$ cat src/rde_params.svh
// Purpose: constants for the register decrement execute block
// Assumes: 16-bit instruction word, 8-bit data memory, 12-bit data address
// Notes:   access bank split and index limit are plain defaults
`ifndef RDE_PARAMS_SVH
`define RDE_PARAMS_SVH
`define RDE_OPC_DECR        6'h01
`define RDE_OPC_MSB         15
`define RDE_OPC_LSB         10
`define RDE_DEST_BIT        9
`define RDE_BANK_BIT        8
`define RDE_IDX_LIMIT       8'h5F
`define RDE_ACC_SPLIT       8'h60
`define RDE_ACC_HI_BANK     4'hF
`define RDE_ACC_LO_BANK     4'h0
`define RDE_FLAG_C          0
`define RDE_FLAG_DC         1
`define RDE_FLAG_Z          2
`define RDE_FLAG_OV         3
`define RDE_FLAG_N          4
`endif

$ cat src/rde_pkg.sv
// Purpose: types for the register decrement execute block
// Assumes: four quarter phases per instruction cycle
// Notes:   flags travel as one packed struct
package rde_pkg;
   typedef enum logic [1:0]
   {
      RDE_PH_ONE   = 2'b00,
      RDE_PH_TWO   = 2'b01,
      RDE_PH_THREE = 2'b10,
      RDE_PH_FOUR  = 2'b11
   } rde_phase_t;
   typedef struct packed
   {
      logic n;
      logic ov;
      logic z;
      logic dc;
      logic c;
   } rde_flags_t;
endpackage

$ cat src/rde_core.sv
// Purpose: executes the decrement-memory instruction over four quarter phases
// Assumes: data memory answers a read in the same quarter (combinational rdata)
// Notes:   flags write out as a struct; other opcodes pass as no operation
//
// Chosen here: the register offsets and the strobed register port.
`timescale 1ns/100ps
`include "rde_params.svh"
//
// Function
// RL1 - with destination bit 0 the decremented byte goes to the accumulator and memory is untouched.
// RL2 - with destination bit 1 the decremented byte is written back to the address it came from.
// RL3 - with bank-access bit 0 the operand lies in the shared access bank, bank select ignored.
// RL4 - with bank-access bit 1 the bank select register picks the general purpose bank.
// RL5 - extended set on, bank-access bit 0 and address at most 5Fh use indexed literal offset.
// RL6 - after the decrement carry, digit carry, negative, overflow and zero all follow the result.
// RL7 - zero is set when the result is zero and cleared otherwise.
// RL8 - opcode 000001 d a f is decoded in phase one, read in two, computed in three, written in four.
module rde_core
(
   input  wire logic              mclk,
   input  wire logic              resetn,
   input  wire logic [15:0]       instr,
   input  wire logic              instr_valid,
   input  wire logic              ext_set_en,
   input  wire logic [3:0]        bank_select_reg,
   input  wire logic [11:0]       index_base,
   input  wire logic [7:0]        mem_rdata,
   output logic [11:0]            mem_addr,
   output logic                   mem_rd,
   output logic [7:0]             mem_wdata,
   output logic                   mem_wr,
   output logic [7:0]             acc_out,
   output logic                   acc_wr,
   output rde_pkg::rde_flags_t    flags,
   output logic                   flags_wr,
   output rde_pkg::rde_phase_t    phase,
   output logic                   busy
);
   import rde_pkg::*;

   rde_phase_t  phase_r;
   logic        hit_r;
   logic        dest_r;
   logic [7:0]  opnd_r;
   logic [7:0]  res_nxt;
   rde_flags_t  flg_nxt;
   logic [11:0] addr_r;
   logic [11:0] addr_nxt;
   logic [7:0]  foff;
   logic        dec_hit;

   assign foff = instr[7:0];
   assign dec_hit = instr_valid &&
                    (instr[`RDE_OPC_MSB:`RDE_OPC_LSB] == `RDE_OPC_DECR); // RL8

   always_comb
   begin
      if (instr[`RDE_BANK_BIT])
         addr_nxt = {bank_select_reg, foff}; // RL4
      else if (ext_set_en && (foff <= `RDE_IDX_LIMIT))
         addr_nxt = index_base + {4'h0, foff}; // RL5
      else if (foff < `RDE_ACC_SPLIT)
         addr_nxt = {`RDE_ACC_LO_BANK, foff}; // RL3
      else
         addr_nxt = {`RDE_ACC_HI_BANK, foff}; // RL3
   end

   // quarter phase sequencer; free running like the core clock split
   always_ff @(posedge mclk or negedge resetn)
   begin
      if (!resetn)
         phase_r <= RDE_PH_ONE;
      else
      begin
         case (phase_r)
            RDE_PH_ONE:   phase_r <= RDE_PH_TWO;
            RDE_PH_TWO:   phase_r <= RDE_PH_THREE;
            RDE_PH_THREE: phase_r <= RDE_PH_FOUR;
            RDE_PH_FOUR:  phase_r <= RDE_PH_ONE;
            default:      phase_r <= RDE_PH_ONE;
         endcase
      end
   end

   // decode in phase one
   always_ff @(posedge mclk or negedge resetn)
   begin
      if (!resetn)
      begin
         hit_r  <= 1'b0;
         dest_r <= 1'b0;
         addr_r <= 12'h000;
      end
      else if (phase_r == RDE_PH_ONE)
      begin
         hit_r  <= dec_hit; // RL8
         dest_r <= instr[`RDE_DEST_BIT];
         addr_r <= addr_nxt;
      end
   end

   // read in phase two
   always_ff @(posedge mclk or negedge resetn)
   begin
      if (!resetn)
         opnd_r <= 8'h00;
      else if (phase_r == RDE_PH_TWO && hit_r)
         opnd_r <= mem_rdata; // RL8
   end

   // compute in phase three; result and flags land on the outputs at the
   // edge that opens phase four, so no intermediate register may sit between
   assign res_nxt = opnd_r - 8'h01;

   always_comb
   begin
      // borrow-style carry: set when no borrow, i.e. operand nonzero
      flg_nxt.c  = (opnd_r != 8'h00); // RL6
      flg_nxt.dc = (opnd_r[3:0] != 4'h0); // RL6
      flg_nxt.n  = res_nxt[7]; // RL6
      flg_nxt.ov = (opnd_r == 8'h80); // RL6
      flg_nxt.z  = (res_nxt == 8'h00); // RL7
   end

   // outputs registered; write strobes fire during phase four
   always_ff @(posedge mclk or negedge resetn)
   begin
      if (!resetn)
      begin
         mem_addr  <= 12'h000;
         mem_rd    <= 1'b0;
         mem_wdata <= 8'h00;
         mem_wr    <= 1'b0;
         acc_out   <= 8'h00;
         acc_wr    <= 1'b0;
         flags     <= '0;
         flags_wr  <= 1'b0;
         busy      <= 1'b0;
      end
      else
      begin
         mem_addr  <= (phase_r == RDE_PH_ONE) ? addr_nxt : addr_r;
         mem_rd    <= (phase_r == RDE_PH_ONE) && dec_hit; // RL8
         mem_wdata <= (phase_r == RDE_PH_THREE && hit_r && dest_r) ? res_nxt : mem_wdata; // RL2
         mem_wr    <= (phase_r == RDE_PH_THREE) && hit_r && dest_r; // RL2
         acc_out   <= (phase_r == RDE_PH_THREE && hit_r && !dest_r) ? res_nxt : acc_out; // RL1
         acc_wr    <= (phase_r == RDE_PH_THREE) && hit_r && !dest_r; // RL1
         flags     <= (phase_r == RDE_PH_THREE && hit_r) ? flg_nxt : flags; // RL6
         flags_wr  <= (phase_r == RDE_PH_THREE) && hit_r; // RL6
         // hit_r still holds the previous word during phase one, so decode directly
         busy      <= (phase_r == RDE_PH_ONE) ? dec_hit :
                      (hit_r && (phase_r != RDE_PH_FOUR));
      end
   end

   assign phase = phase_r;
endmodule // rde_core

$ cat config.mk
export PLATFORM = sky130hd
export DESIGN_NAME = rde_core
export DESIGN_NICKNAME = d
export VERILOG_FILES = /design/src/rde_pkg.sv /design/src/rde_core.sv
export VERILOG_INCLUDE_DIRS = /design/src
export SDC_FILE = /design/constraint.sdc
export NUM_CORES = 1
export LEC_CHECK = 0
export BUFFER_PORTS_ARGS = -buffer_cell sky130_fd_sc_hd__buf_4
export CORE_MARGIN = 3
export CORE_UTILIZATION = 25
export CTS_CLUSTER_SIZE = 12
export DETAILED_ROUTE_END_ITERATION = 12
export PLACE_DENSITY = 0.47
export SLEW_MARGIN = 25
export SYNTH_ARGS = -nofsm -noshare
export SYNTH_HDL_FRONTEND = slang
export SYNTH_SLANG_ARGS = --single-unit
$ cat constraint.sdc
create_clock -name mclk -period 2.05 [get_ports mclk]
set_input_delay 0.1025 -clock mclk [delete_from_list [all_inputs] [get_ports mclk]]
set_output_delay 0.1025 -clock mclk [all_outputs]
set_load 0.02 [all_outputs]
==> summary.txt <==
Status
  • Outcome: complete, no violations

Cells and area
  • Fill count: roughly 1.0k
  • Post-Layout Cell Count: about 470
  • Area delta synth->final: 35.2%
  • Share of cells above drive strength 1: 34.1%
  • Nets: about 400
  • # diodes: 0

Synthesis
  • Syn nets: slightly above 300
  • Top post-synthesis cells by count: dfrtp_1 (50), nand2_1 (33), o21ai_0 (31)
  • Post-Syn Area: ~0.0026 mm^2
  • Synth top area share: 48.4%
  • Netlist cell types: 45
  • Register area share after synthesis: 48.4%
  • Top_reg_cell synth: dfrtp_1
  • Syn Area/Cell: approximately 10 um^2
  • Yosys warnings: 0
  • Post-synth top area cell: dfrtp_1
  • Most frequent cell after synthesis: dfrtp_1
  • Largest cells by area after synthesis: dfrtp_1 (48%), ha_1 (7.3%), o21ai_0 (6.0%)
  • Seq cells post-synth: 50
  • Post-synthesis async set-or-reset flop share: 100%
  • Synthesized instance count: 250
  • EDFF count, synth: 0

Route
  • Final wirelength: 6210 um
  • Post-DRT Antenna Nets: 0
  • Iter 0 DRT Violations: 21
  • Via count: 2065
  • Via density: 4.37
  • Wirelength per Cell: 13.1 um
  • Drt pass-1 iters: 4
  • DR DRC count: 0

Floorplanning
  • Initial Util: about a quarter
  • Die Ht: about 110 um
  • Die Wd: ~110 um
  • Row count: 36
  • Ports: 84
  • Core footprint: between 0.009 and 0.01 mm^2
  • Die Area: 0.0116 mm^2

Clock tree
  • Worst skew pair latency: ~0.3 ns
  • Clock root buffer: clkbuf_8
  • CTS HTree Levels: 2
  • Maximum buffer depth of the clock tree: 2
  • CTS Buf Count: 5
  • Setup Buffers After CTS: 0
  • CTS Sinks: 50
  • CTS tree: done
  • Worst-path clk slew: roughly 0.090 ns

Global routing
  • Pin count of the biggest net entering global routing: a little over 50
  • Antenna violations before repair: 0
  • Vias in the first global route: between 2k and 2.5k
  • Tot GR Track Use: 11.3%
  • GR Overflow Total: 0
  • First-pass GRT wire length: between 10000 and 15000 um

Placed design
  • Placer congestion estimate: just over 0.8
  • Detailed Place HPWL: approximately 4900 um
  • Placed cells: ~460
  • IO buf count: between 80 and 90

Power
  • Worst vdd ir: around 250 uV
  • Sw power: slightly below 0.6 mW
  • Clk network pwr share: roughly a third
  • Cell-internal power: around 1.6 mW
  • Register share of total power: between 40% and 50%
  • Leakage: ~1.7 nW
  • Combinational power share: between 10% and 20%
  • Power per cell area: 621 mW/mm^2
  • Switching share of total power: between 20% and 30%

STA
  • Fmax: just over 0.6 GHz
  • Worst-Margin Slew: 0.639 ns
  • Clk_skew: 0.00247 ns
  • Final setup fails: 0
  • Setup TNS: 0 ns
  • Final Hold Viols: 0
  • Minimum clock period after layout: ~1.6 ns
  • Final Max Slew Viols: 0
  • RSZ-0062 raised after global routing: no
  • Slew headroom: between 50% and 60%
  • Final period util: between 80% and 90%

Worst setup path
  • Critical Path Start Type: input port
  • WP data required: roughly 2.3 ns
  • Crit Path Category: in2reg
  • Max FO, Critical Path: 3
  • Crit. End Element: flop
  • CP arrival: approximately 1.8 ns

Min path
  • Class of the worst hold path: in2reg

Run
  • Max-cap check violation count: 0
==> worst max-delay path, stage by stage <==
cell and delay [ns]:
buf_4 0.09, ha_1 0.19, inv_1 0.06, fa_1 0.40, nand2b_1 0.21, a211oi_2 0.30, o211ai_2 0.13, xnor2_1 0.13
a41o_1 0.23
==> what timing repair did <==
item                                   in CTS  in global routing
endpoints found under the hold margin      50                  0
gates resized for setup                     0                  0
hold buffers                                1                  0
==> final cells by class <==
type                            instances  area [um^2]  share of cell area [%]
Inverter                               15         56.3                    1.61
Sequential cell                        50         1250                    35.8
Clock buffer                            6         72.6                    2.08
Multi-Input combinational cell        180         1250                    35.9
Clock inverter                          2         37.5                    1.07
Tap cell                              133          166                    4.77
Timing Repair Buffer                   87          656                    18.8
==> routing by layer <==
| metal | track usage [%] | share of wire (%) |
|---|---|---|
| met5 | 0 | 0 |
| met2 | 19.4 | 48 |
| met3 | 2.16 | 5.2 |
| met4 | 3.07 | 1.3 |
| met1 | 14.3 | 45 |
==> state kept, by name (all words and copies together) (netlist names) <==
| name | count |
|---|---|
| opnd_r | 8 |
| dest_r | 1 |
| acc_wr | 1 |
| mem_addr | 12 |
| busy | 1 |
| mem_wr | 1 |
| acc_out | 8 |
| flags_wr | 1 |
| phase | 2 |
| mem_rd | 1 |
| flags | 5 |
| mem_wdata | 8 |
| hit_r | 1 |
==> cells by family (layout without fill, tap and decap cells) <==
| logic type | count (synthesis) | in the layout | share of synthesized area, % |
|---|---|---|---|
| AOI/OAI and AO/OA | 68 | 68 | 16.8 |
| xor gates and xnor gates | 15 | 15 | 5.09 |
| adders and majority gates | 16 | 16 | 8.04 |
| DFF | 50 | 50 | 48.4 |
| muxes | 12 | 12 | 5.09 |
| and+or+nand+nor | 69 | 69 | 13.5 |
| buffers and inverters | 20 | 110 | 3.05 |
==> cells in the final DEF, fill, tap and decap left out, types with 2 or more instances in the layout <==
master,instances
nor3_1,2
nand3_1,3
o211ai_2,2
dfrtp_1,50
nor2_1,8
o21ai_1,2
a21o_1,2
o21ai_0,31
mux2_2,9
inv_1,14
a31oi_1,7
mux2i_1,3
xnor2_1,7
nand2_1,33
xor2_1,8
clkbuf_8,5
ha_1,15
buf_4,86
o211ai_1,2
nor2b_1,4
nor3_2,2
a21oi_1,13
nand2b_1,6
==> power groups by stage <==
stage	clock, mW	combinational (mW)	sequential [mW]
after floorplan	0	0.185	1.12
after global routing	0.766	0.457	1.07
final	0.694	0.409	1.07
after global placement	0	0.413	1.09
after CTS	0.724	0.417	1.07
after detailed placement	0	0.414	1.09
==> stage by stage <==
step	total power [mW]	setup slack, ns	utilization, %	hold WS (ns)	area (um^2)
after floorplan	1.30	0.347	-	-0.193	2580
after global placement	1.50	0.0904	34.0	0.176	3370
after detailed placement	1.50	0.0874	34.0	0.179	3370
after CTS	2.21	0.401	35.2	0.0193	3490
after global routing	2.30	0.173	35.2	0.0159	3490
final	2.17	0.408	35.2	0.0323	3490
==> final timing paths <==
check	startpoint	to	slack (ns)	cells past startpoint
worst max-delay path	instr[0]	mem_addr[10]$_DFFE_PN0P_	0.41	9
worst min-delay path	mem_rdata[5]	opnd_r[5]$_DFFE_PN0P_	0.03	2
worst max register to register	opnd_r[1]$_DFFE_PN0P_	flags[2]$_DFFE_PN0P_	0.45	6
worst min register to register	acc_out[5]$_DFFE_PN0P_	acc_out[5]$_DFFE_PN0P_	0.49	2
max in group asynchronous	resetn	opnd_r[3]$_DFFE_PN0P_	1.26	2
min in group asynchronous	resetn	mem_wr$_DFF_PN0_	0.36	2
No activity file was read; power rests on OpenSTA's default activity.
